`src/async_serial_tx_pkg.sv`:
```
// constants, register map and types for the asynchronous serial transmitter
// Functional notes
// - frame: low start, 8/9 data, high stop
// - line idles at mark level
// - every bit lasts one baud period
// - least significant bit sent first
// - no hardware parity; software fills ninth bit
// - sends only when enabled, async, port on
// - port enable turns shared pin to output only while also enabled and async
// - disabled transmitter releases the pin
// - buffer write starts send, immediate if idle
// - queued character follows stop bit at once
// - polarity bit inverts whole line waveform
// - empty flag set while enabled, unless busy and queued
// - empty flag settles two cycles after write
// - empty flag cannot be written by software
// - enabling transmitter sets empty flag
// - interrupt when flag and all enables set
// - shifter empty status clears during character
// - nine-bit mode sends ninth bit last
// - bit timing from 8/16-bit divisor generator
`default_nettype none
package async_serial_tx_pkg;
	// register byte offsets
	localparam logic [7:0] OFS_CTRL = 8'h00;
	localparam logic [7:0] OFS_DIV = 8'h04;
	localparam logic [7:0] OFS_DATA = 8'h08;
	localparam logic [7:0] OFS_STAT = 8'h0c;
	localparam logic [7:0] OFS_IRQ = 8'h10;
	// reset values
	localparam logic [7:0] CTRL_RST = 8'h00;
	localparam logic [15:0] DIV_RST = 16'h0000;
	localparam logic [2:0] IRQ_RST = 3'h0;
	// bit timer width: 65536 divisor steps times 64 clocks
	localparam int PER_W = 23;
	localparam logic [3:0] BITS_8 = 4'h8;
	localparam logic [3:0] BITS_9 = 4'h9;
	localparam logic [1:0] RESP_OKAY = 2'h0;
	localparam logic [1:0] RESP_SLVERR = 2'h2;
	// control register, bit 7 down to bit 0
	typedef struct packed {
		logic ninth_data;
		logic wide_select;
		logic high_speed;
		logic polarity_invert;
		logic nine_bit;
		logic port_enable;
		logic clocked_mode;
		logic tx_enable;
	} ctrl_t;
	// interrupt enables, bit 2 down to bit 0
	typedef struct packed {
		logic peripheral_irq_enable;
		logic global_irq_enable;
		logic tx_empty_irq_enable;
	} irq_en_t;
	typedef enum logic [1:0] {ST_IDLE, ST_START, ST_DATA, ST_STOP} tx_state_t;
endpackage
`default_nettype wire

```
`src/async_serial_transmitter.sv`:
```
// asynchronous serial transmitter with holding buffer and axi4-lite registers
//
// Our own choices: register access over AXI4-Lite and the register offsets.
`default_nettype none
module async_serial_transmitter (
	// clock and reset
	input wire logic i_clk,
	input wire logic i_reset,
	// axi4-lite write channels
	input wire logic i_awvalid,
	output logic o_awready,
	input wire logic [31:0] i_awaddr,
	input wire logic i_wvalid,
	output logic o_wready,
	input wire logic [31:0] i_wdata,
	input wire logic [3:0] i_wstrb,
	output logic o_bvalid,
	input wire logic i_bready,
	output logic [1:0] o_bresp,
	// axi4-lite read channels
	input wire logic i_arvalid,
	output logic o_arready,
	input wire logic [31:0] i_araddr,
	output logic o_rvalid,
	input wire logic i_rready,
	output logic [31:0] o_rdata,
	output logic [1:0] o_rresp,
	// serial pin and interrupt
	output logic o_tx,
	output logic o_tx_oe,
	output logic o_irq
);
	import async_serial_tx_pkg::*;

	// bit period in clocks minus one, from divisor and rate selects
	function automatic logic [PER_W-1:0] period_m1(input logic [15:0] dv,
			input logic wide, input logic high);
		logic [PER_W-1:0] steps;
		steps = wide ? {7'h00, dv} + 23'h000001 : {15'h0000, dv[7:0]} + 23'h000001;
		if (wide && high)
			period_m1 = (steps << 2) - 23'h000001;
		else if (wide || high)
			period_m1 = (steps << 4) - 23'h000001;
		else
			period_m1 = (steps << 6) - 23'h000001;
	endfunction

	ctrl_t ctrl_ff;
	irq_en_t irq_en_ff;
	logic [15:0] div_ff;
	logic aw_hold_ff, w_hold_ff, bvalid_ff, rvalid_ff;
	logic [7:0] awaddr_ff;
	logic [31:0] wdata_ff, rdata_ff;
	logic [3:0] wstrb_ff;
	logic [1:0] bresp_ff, rresp_ff;
	tx_state_t state_ff, nxt_state;
	logic [PER_W-1:0] tmr_ff, nxt_tmr;
	logic [8:0] shift_ff, nxt_shift;
	logic [3:0] bits_ff, nxt_bits;
	logic hold_valid_ff, nxt_hold_valid;
	logic [8:0] hold_data_ff;
	logic flag_ff, nxt_flag;
	logic tx_ff, nxt_tx, oe_ff;

	// write path: address and data are taken in either order
	wire do_write = aw_hold_ff && w_hold_ff && !bvalid_ff;
	wire aw_take = i_awvalid && o_awready;
	wire w_take = i_wvalid && o_wready;
	wire wr_ctrl = do_write && awaddr_ff == OFS_CTRL;
	wire wr_div = do_write && awaddr_ff == OFS_DIV;
	wire wr_data = do_write && awaddr_ff == OFS_DATA;
	wire wr_stat = do_write && awaddr_ff == OFS_STAT;
	wire wr_irq = do_write && awaddr_ff == OFS_IRQ;
	wire wr_hit = wr_ctrl || wr_div || wr_data || wr_stat || wr_irq;
	assign o_awready = !aw_hold_ff && !bvalid_ff;
	assign o_wready = !w_hold_ff && !bvalid_ff;
	assign o_bvalid = bvalid_ff;
	assign o_bresp = bresp_ff;

	// read path: one cycle from address to data
	wire ar_take = i_arvalid && o_arready;
	wire [7:0] ra = i_araddr[7:0];
	wire ra_hi_zero = i_araddr[31:8] == 24'h000000;
	wire rd_hit = ra_hi_zero && (ra == OFS_CTRL || ra == OFS_DIV || ra == OFS_DATA
		|| ra == OFS_STAT || ra == OFS_IRQ);
	wire [1:0] stat_word = {state_ff == ST_IDLE, flag_ff};
	wire [31:0] rd_word = !ra_hi_zero ? 32'h00000000 :
		ra == OFS_CTRL ? {24'h000000, ctrl_ff} :
		ra == OFS_DIV ? {16'h0000, div_ff} :
		ra == OFS_STAT ? {30'h00000000, stat_word} :
		ra == OFS_IRQ ? {29'h00000000, irq_en_ff} : 32'h00000000;
	assign o_arready = !rvalid_ff;
	assign o_rvalid = rvalid_ff;
	assign o_rdata = rdata_ff;
	assign o_rresp = rresp_ff;

	// bus channel state
	always_ff @(posedge i_clk) begin
		if (i_reset) begin
			aw_hold_ff <= 1'b0;
			w_hold_ff <= 1'b0;
			bvalid_ff <= 1'b0;
			bresp_ff <= RESP_OKAY;
			rvalid_ff <= 1'b0;
			rresp_ff <= RESP_OKAY;
		end else begin
			aw_hold_ff <= aw_take || (aw_hold_ff && !do_write);
			w_hold_ff <= w_take || (w_hold_ff && !do_write);
			bvalid_ff <= do_write || (bvalid_ff && !i_bready);
			if (do_write)
				bresp_ff <= wr_hit ? RESP_OKAY : RESP_SLVERR;
			rvalid_ff <= ar_take || (rvalid_ff && !i_rready);
			if (ar_take)
				rresp_ff <= rd_hit ? RESP_OKAY : RESP_SLVERR;
		end
	end

	// captured bus payloads carry no reset; they are read only when held
	always_ff @(posedge i_clk) begin
		if (aw_take)
			awaddr_ff <= (i_awaddr[31:8] == 24'h000000) ? i_awaddr[7:0] : 8'hff;
		if (w_take) begin
			wdata_ff <= i_wdata;
			wstrb_ff <= i_wstrb;
		end
		if (ar_take)
			rdata_ff <= rd_word;
	end

	// software registers; the status word has no write path at all
	always_ff @(posedge i_clk) begin
		if (i_reset) begin
			ctrl_ff <= ctrl_t'(CTRL_RST);
			div_ff <= DIV_RST;
			irq_en_ff <= irq_en_t'(IRQ_RST);
		end else begin
			if (wr_ctrl && wstrb_ff[0])
				ctrl_ff <= ctrl_t'(wdata_ff[7:0]);
			if (wr_div && wstrb_ff[0])
				div_ff[7:0] <= wdata_ff[7:0];
			if (wr_div && wstrb_ff[1])
				div_ff[15:8] <= wdata_ff[15:8];
			if (wr_irq && wstrb_ff[0])
				irq_en_ff <= irq_en_t'(wdata_ff[2:0]);
		end
	end

	// transmitter runs only in the async, port-enabled, enabled setting
	wire active = ctrl_ff.tx_enable && !ctrl_ff.clocked_mode && ctrl_ff.port_enable;
	wire [PER_W-1:0] per_m1 = period_m1(div_ff, ctrl_ff.wide_select,
		ctrl_ff.high_speed);
	wire bit_end = tmr_ff == per_m1;
	wire data_wr = wr_data && wstrb_ff[0] && active;
	// the queued character moves in from idle, or straight after the stop bit
	wire load_now = active && hold_valid_ff &&
		(state_ff == ST_IDLE || (state_ff == ST_STOP && bit_end));
	wire [3:0] char_bits = ctrl_ff.nine_bit ? BITS_9 : BITS_8;

	// holding buffer: one deep, captures the ninth bit with the data
	assign nxt_hold_valid = active && (data_wr || (hold_valid_ff && !load_now));
	// flag looks past a same-cycle transfer so an idle load does not blink it
	assign nxt_flag = ctrl_ff.tx_enable && !(hold_valid_ff && !load_now);

	// frame sequencer
	always_comb begin
		nxt_state = state_ff;
		nxt_tmr = bit_end ? {PER_W{1'b0}} : tmr_ff + 23'h000001;
		nxt_shift = shift_ff;
		nxt_bits = bits_ff;
		if (!active) begin
			nxt_state = ST_IDLE;
			nxt_tmr = {PER_W{1'b0}};
		end else if (load_now) begin
			nxt_state = ST_START;
			nxt_tmr = {PER_W{1'b0}};
			nxt_shift = hold_data_ff;
			nxt_bits = char_bits;
		end else begin
			case (state_ff)
				ST_IDLE: begin
					nxt_tmr = {PER_W{1'b0}};
				end
				ST_START: begin
					if (bit_end)
						nxt_state = ST_DATA;
				end
				ST_DATA: begin
					if (bit_end) begin
						nxt_shift = {1'b0, shift_ff[8:1]};
						nxt_bits = bits_ff - 4'h1;
						if (bits_ff == 4'h1)
							nxt_state = ST_STOP;
					end
				end
				ST_STOP: begin
					if (bit_end)
						nxt_state = ST_IDLE;
				end
				default: begin
					nxt_state = ST_IDLE;
				end
			endcase
		end
	end

	// line level before polarity; no parity stage exists in the path
	always_comb begin
		case (nxt_state)
			ST_START: nxt_tx = 1'b0;
			ST_DATA: nxt_tx = nxt_shift[0];
			default: nxt_tx = 1'b1;
		endcase
	end

	// sequencer and buffer registers
	always_ff @(posedge i_clk) begin
		if (i_reset) begin
			state_ff <= ST_IDLE;
			tmr_ff <= {PER_W{1'b0}};
			shift_ff <= 9'h000;
			bits_ff <= 4'h0;
			hold_valid_ff <= 1'b0;
			hold_data_ff <= 9'h000;
			flag_ff <= 1'b0;
		end else begin
			state_ff <= nxt_state;
			tmr_ff <= nxt_tmr;
			shift_ff <= nxt_shift;
			bits_ff <= nxt_bits;
			hold_valid_ff <= nxt_hold_valid;
			if (data_wr)
				hold_data_ff <= {ctrl_ff.ninth_data, wdata_ff[7:0]};
			flag_ff <= nxt_flag;
		end
	end

	// pin drive: inversion covers idle too, so an inverted line idles low
	always_ff @(posedge i_clk) begin
		if (i_reset) begin
			tx_ff <= 1'b1;
			oe_ff <= 1'b0;
		end else begin
			tx_ff <= nxt_tx ^ ctrl_ff.polarity_invert;
			oe_ff <= active;
		end
	end
	assign o_tx = tx_ff;
	assign o_tx_oe = oe_ff;
	// request needs the flag and all three enables; no extra latency
	assign o_irq = flag_ff && irq_en_ff.tx_empty_irq_enable &&
		irq_en_ff.global_irq_enable && irq_en_ff.peripheral_irq_enable;
endmodule
`default_nettype wire

```
`config.mk`:
```
export PLATFORM = sky130hd
export DESIGN_NAME = async_serial_transmitter
export DESIGN_NICKNAME = d
export VERILOG_FILES = /design/src/async_serial_tx_pkg.sv /design/src/async_serial_transmitter.sv
export SDC_FILE = /design/constraint.sdc
export NUM_CORES = 1
export LEC_CHECK = 0
export ABC_AREA = 1
export BUFFER_PORTS_ARGS = -buffer_cell sky130_fd_sc_hd__buf_2
export CORE_MARGIN = 10
export CORE_UTILIZATION = 55
export CTS_BUF_LIST = sky130_fd_sc_hd__clkbuf_2 sky130_fd_sc_hd__clkbuf_4 sky130_fd_sc_hd__clkbuf_8
export DETAILED_ROUTE_END_ITERATION = 8
export PLACE_DENSITY = 0.8
export SLEW_MARGIN = 5
export SYNTH_ARGS = -nofsm -noshare
export SYNTH_HDL_FRONTEND = slang
export SYNTH_SLANG_ARGS = --single-unit
```
`constraint.sdc`:
```
create_clock -name i_clk -period 5.09 [get_ports i_clk]
set_input_delay 0.2545 -clock i_clk [delete_from_list [all_inputs] [get_ports i_clk]]
set_output_delay 0.2545 -clock i_clk [all_outputs]
set_load 0.02 [all_outputs]
```
### Yosys cells after proc, flatten, opt, wreduce, memory -nomap -nowiden

Index checks and enable logic that the tools add are counted.

| storage, ports and cells | value |
|---|---|
| logic and storage cells | 156 |
| memories | 0 |
| input port bits | 107 |
| memory bits (read-only) | 0 |
| flip-flop bits (word level) | 144 |
| RAM bits | 0 |
| latch bits | 0 |

| cells by class | value |
|---|---|
| div/mod/pow operators | 0 |
| muxes and demuxes | 25 |
| bitwise gates (word level) | 3 |
| $add $sub $neg | 7 |
| eq/ne operators | 15 |
| reduce and logical (&&, ||, !) cells | 71 |
| magnitude comparators | 0 |
| shifts and indexed selects | 0 |
| multiply operators | 0 |

Operator list:

| cell | count |
|---|---|
| 24-bit zero test | 2 |
| 23-bit two-way mux | 2 |
| 1-bit logical AND | 35 |
| 8-bit by 4-bit == test with 1-bit output (second input constant) | 4 |
| 9-bit two-way mux | 3 |
| 23-bit by 1-bit adder with 23-bit output (second input constant) | 1 |
| 23-bit == test | 1 |
| 23-bit by 1-bit subtractor with 23-bit output (second input constant) | 1 |
| 21-bit by 1-bit subtractor with 22-bit output (second input constant) | 1 |
| 19-bit by 1-bit subtractor with 20-bit output (second input constant) | 1 |
| 16-bit by 1-bit adder with 17-bit output (second input constant) | 1 |
| 17-bit two-way mux | 1 |
| 8-bit by 3-bit == test with 1-bit output (second input constant) | 2 |
| 8-bit by 5-bit == test with 1-bit output (second input constant) | 2 |
| 8-bit zero test | 2 |
| 16-bit two-way mux | 1 |
| 2-bit two-way mux | 8 |
| 1-bit logical OR | 15 |
| 4-bit two-way mux | 3 |
| 1-bit zero test | 10 |
| 8-bit by 1-bit adder with 9-bit output (second input constant) | 1 |
| 8-bit two-way mux | 1 |
| 2-bit == test (second input constant) | 3 |
| 3-bit two-way mux | 2 |
| 14 further kinds | 18 |

### Longest topological paths before layout

| depth | value |
|---|---|
| depth in word-level cells | 14 |
| mapped depth | 30 |

### Worst setup path before layout

OpenSTA, ideal clock, no wires.

| timing | value |
|---|---|
| kind | register -> register |
| start | register div_ff[0] |
| end | register shift_ff[1] |
| data required time | 4.975 ns |
| stages on the path, launching flop included | 25 |
| arrival time | 2.847 ns |
| setup slack | 2.129 ns |
| cell sequence | dfxtp_1 > ha_1 > nand3_1 > nor2_2 > nand2_1 > nand2_2 > nand2_2 > nor2_4 > nand2_4 > nor2_8 > nand3_2 > nand2_2 > nand2_1 > nand2_1 > nand2_1 > nor2_2 > nand2_2 > nor2_4 > nand2_4 > nand2_4 > nand2_4 > inv_4 > o21ai_2 > buf_2 > o21a_1 |

| on the way | value |
|---|---|
| longest elaborated chain between the ends | 11 |
| elaborated cells between the ends (all ways) | 16 |
| classes of those cells | add/sub (5); eq/ne (1); mux (4); reduce/logical (6) |

RTL lines:

| element | RTL line | source |
|---|---|---|
| start: declaration | async_serial_transmitter.sv:50 | `logic [15:0] div_ff;` |
| start signal: assignment | async_serial_transmitter.sv:140 | `div_ff[7:0] <= wdata_ff[7:0];` |
| 16-bit by 1-bit adder with 17-bit output or 8-bit by 1-bit adder with 9-bit output (tied branches) | async_serial_transmitter.sv:39 | `steps = wide ? {7'h00, dv} + 23'h000001 : {15'h0000, dv[7:0]} + 23'h000001;` |
| 17-bit two-way mux * | async_serial_transmitter.sv:39 |  |
| 23-bit by 1-bit subtractor with 23-bit output or 21-bit by 1-bit subtractor with 22-bit output (tied branches) | async_serial_transmitter.sv:45, async_serial_transmitter.sv:43 |  |
| 23-bit two-way mux | async_serial_transmitter.sv:42 | `else if (wide \|\| high)` |
| 23-bit two-way mux * | async_serial_transmitter.sv:40 | `if (wide && high)` |
| 23-bit == test * | async_serial_transmitter.sv:152 | `wire bit_end = tmr_ff == per_m1;` |
| 1-bit logical AND | async_serial_transmitter.sv:156 | `(state_ff == ST_IDLE \|\| (state_ff == ST_STOP && bit_end));` |
| 1-bit logical OR | async_serial_transmitter.sv:156 |  |
| 1-bit logical AND | async_serial_transmitter.sv:155 | `wire load_now = active && hold_valid_ff &&` |
| 2-bit nonzero test (no line) | -- |  |
| 3-bit AND reduction (no line) | -- |  |
| end signal: assignment | async_serial_transmitter.sv:228 | `shift_ff <= nxt_shift;` |
| end: declaration | async_serial_transmitter.sv:58 | `logic [8:0] shift_ff, nxt_shift;` |

Mark *: on every way between the ends. The rest lies on a longest branch, timed or not.
A chain may end at the register's enable or synchronous reset.

### Worst setup path after layout

| timing | value |
|---|---|
| start | register ctrl_ff[6] in the netlist's numbering |
| end | register shift_ff[7] |

| on the way | value |
|---|---|
| longest elaborated chain between the ends | 10 |
| elaborated cells between the ends (all ways) | 16 |
| classes of those cells | add/sub (3); eq/ne (1); mux (4); reduce/logical (8) |

RTL lines:

| element | RTL line | source |
|---|---|---|
| start: declaration | async_serial_transmitter.sv:48 | `ctrl_t ctrl_ff;` |
| start signal: assignment | async_serial_transmitter.sv:133 | `ctrl_ff <= ctrl_t'(CTRL_RST);` |
| start signal: assignment | async_serial_transmitter.sv:138 | `ctrl_ff <= ctrl_t'(wdata_ff[7:0]);` |
| 17-bit two-way mux | async_serial_transmitter.sv:39 |  |
| 23-bit by 1-bit subtractor with 23-bit output or 21-bit by 1-bit subtractor with 22-bit output (tied branches) | async_serial_transmitter.sv:45, async_serial_transmitter.sv:43 |  |
| 23-bit two-way mux | async_serial_transmitter.sv:42 |  |
| 23-bit two-way mux * | async_serial_transmitter.sv:40 |  |
| 23-bit == test * | async_serial_transmitter.sv:152 |  |
| 1-bit logical AND | async_serial_transmitter.sv:156 |  |
| 1-bit logical OR | async_serial_transmitter.sv:156 |  |
| 1-bit logical AND | async_serial_transmitter.sv:155 |  |
| 2-bit nonzero test (no line) | -- |  |
| 3-bit AND reduction (no line) | -- |  |

Marked as above.

==> impl_metrics.json <==
{
  "status": "completed",
  "arrival_ps": 4300,
  "finalSetupViolations": 0,
  "cts_max_level": 4,
  "avgSynthCellArea_um2": 7.15,
  "antenna_found_initial": 0,
  "ys_warn_count": 0,
  "cp-start-kind": "flip-flop",
  "n_fill_cell": 1129,
  "min_period_ps": 4000,
  "dieHeight_um": 135,
  "cts_tree": "yes",
  "hold_viol": 0,
  "ys_types": 45,
  "rsz0062_at_grt": "false",
  "grt_max_degree": 38,
  "maxCapViolations": 0,
  "p_leak_nw": 3.55,
  "syn_to_final_growth_pct": 16.8,
  "vias_per_cell": 5.26,
  "layout_setup_ws_ps": 1090,
  "drtIter0Drc": 554,
  "gp_congestion": 0.909,
  "wl_per_cell_um": 13.8,
  "core_area_um2": 12800,
  "dr_total_vias": 7012,
  "cts_resized": 0,
  "n_antenna_cell": 0,
  "rows": 41,
  "ant_nets": 0,
  "synth.top_cell.area_share_pct": 23.1,
  "clk_pin_slew_worst_paths_ps": 80,
  "fin_skew_ps": 10.6,
  "post_synth_instance_area_um2": 7280,
  "cp_max_fo": 22,
  "setup_tns_ps": 0,
  "drive_gt1_share_pct": 18.2,
  "final_nets": 1261,
  "worst_slew_pin_slew_ps": 930,
  "grt_pass1_vias": 6950,
  "hp-class": "input port to flip-flop",
  "postCtsSetupBuffers": 0,
  "synth_cells": 1018,
  "endpoint_kind": "flip-flop",
  "dr.pass1.iters": 5,
  "wl_um": 18400,
  "cp.required_ps": 5390,
  "dp_cells": 1284,
  "fmax_mhz": 250,
  "synth-seq-cells": 126,
  "insertion_delay_ps": 450,
  "die_area_um2": 18200,
  "grt_pass1_wl_um": 31500,
  "slew_headroom_pct": 38.0,
  "power_mw": 2.09,
  "ios": 151,
  "yosys.area.top_type": "dfxtp_1",
  "cts-buffers-inserted": 17,
  "cellPowerDensity_nw_per_um2": 245,
  "finalNonFillerCells": 1334,
  "initial_core_util_pct": 57.0,
  "drc": 0,
  "peakVddDrop_mv": 0.303,
  "final-max-slew-violation-count": 0,
  "portBuffers": 114,
  "hpwl_um": 13800,
  "dp_slack_ps": 1140,
  "clockRootBuffer": "clkbuf_8",
  "die_w_um": 135,
  "synth_area_leaders": "dfxtp_1 23%, edfxtp_1 17%, nand2_1 11%",
  "ys_seq_area_share_pct": 40.4,
  "grt.total_usage_pct": 20.9,
  "crit_type": "flip-flop to flip-flop",
  "finalCritPeriodShare_pct": 78.6,
  "clock_sinks": 126,
  "grt_overflow": 0,
  "clockBufferDepth": 2,
  "final_util_pct": 66.5
}
registers in the layout, summed over array words and instances (netlist names), 2 cells and up:
signal        count
bits_ff           4
irq_en_ff         3
shift_ff          9
div_ff           16
wstrb_ff          2
wdata_ff         16
state_ff          2
awaddr_ff         8
tmr_ff           23
ctrl_ff           8
hold_data_ff      9
o_rdata          16
repair_timing:
action | CTS | global route
hold endpoints to repair | 18 | 0
endpoints found under the setup margin | 0 | 0
hold buffers | 18 | 0
metal layers:
metal / global-route usage, % / wire (µm)
met2: 37.5 / 9360
met1: 23.5 / 7530
met4: 7.24 / 396
met5: 0 / 0
met3: 5.08 / 1090
synth_stat cells (all sizes together):
cell type / count
or4: 2
edfxtp: 42
xnor2: 1
inv: 143
dfxtp: 84
nor3b: 3
o31ai: 2
nor3: 32
clkbuf: 13
o21bai: 2
a21oi: 52
nand3: 130
o21ai: 39
and2: 3
nand4: 19
and3: 1
xor2: 9
o221ai: 1
ha: 5
nor2: 119
nand2: 242
nand2b: 1
o22ai: 3
nand3b: 3
nor4: 16
o21a: 7
buf: 26
a211oi: 13
a221oi: 2
conb: 1
a31oi: 2
worst max-delay path, stage by stage (launching register included):
cell and delay (ps):
dfxtp_1 700, nor2_1 80, buf_4 200, nor2_1 540
nand3_1 150, o21ai_0 130, inv_1 80, nand2_1 70
nand2_1 40, nand2_1 70, nor2_1 50, nand2_1 60
nor2_1 40, nand2_1 50, nor2_1 40, nand2_1 90
nor3_4 70, nand2_4 90, nand2_4 60, nand2_4 140
inv_4 60, o21ai_2 720, a21oi_1 90, a21oi_1 160
nor2_1 60
through the flow:
| stage | area [µm²] | hold slack (ps) |
|---|---|---|
| 3_5_place_dp | 7910 | 433 |
| 2_1_floorplan | 7340 | 353 |
| 4_1_cts | 8500 | 31.4 |
| 5_1_grt | 8500 | 35.5 |
| 3_3_place_gp | 7910 | 431 |
| 6_report | 8500 | 54.6 |
power breakdown:
group	internal [mW]	switching, mW
clock network	0.455	0.437
registers	1.06	0.0108
logic	0.0470	0.0743
cell type report:
| type | count | area [µm²] | share of cell area [%] |
|---|---|---|---|
| timing repair buffer | 134 | 766 | 9.01 |
| tap | 172 | 215 | 2.53 |
| sequential | 126 | 2940 | 34.6 |
| inverter | 143 | 539 | 6.35 |
| clock buffer | 18 | 248 | 2.92 |
| multi-input combinational | 727 | 3630 | 42.7 |
| clock inverter | 14 | 159 | 1.87 |
final timing paths:
| path | from | endpoint | slack [ps] | cells after the start |
|---|---|---|---|---|
| max | ctrl_ff[6] | shift_ff[7] | 1090 | 24 |
| min reg2reg | tmr_ff[0] | tmr_ff[0] | 470 | 1 |
| min | i_awaddr[6] | awaddr_ff[6] | 50 | 3 |
| max reg2reg | ctrl_ff[6] | shift_ff[7] | 1090 | 24 |
layout by cell type (no fill, tap or decap), types with 3 or more instances in the layout:
cell           netlist  final
nor2_4               5      5
conb_1               1     18
nand4_1             19     19
nor4_1              16     16
o22ai_1              3      3
nor3_1              31     31
a211oi_1            13     13
nor2_2              12     12
nand3_1            124    124
clkinvlp_4           0      4
inv_2                7      7
nand3_2              6      6
ha_1                 5      5
nand2_4              4      4
edfxtp_1            42     42
o21ai_1              3      3
clkinv_4             0      4
buf_2                7    114
dfxtp_1             84     84
inv_1              135    135
clkbuf_8             0     18
nor2_1             100    100
and2_1               3      3
dlygate4sd3_1        0     18
nor3b_1              3      3
xor2_1               9      9
o21ai_0             35     35
nand2_2             17     17
a21oi_2              6      6
nand3b_1             3      3
a21oi_1             46     46
nand2_1            221    221
o21a_1               7      7
logic make-up after synthesis:
family / Yosys count / share of synthesized area (%)
compound gates: 123 / 9.89
other cells: 1 / 0.0515
flops: 126 / 40.4
xor+xnor: 10 / 1.20
simple gates: 571 / 37.0
fa+ha+maj: 5 / 0.860
buf+inv: 182 / 10.6
No activity file was read; power rests on OpenSTA's default activity.
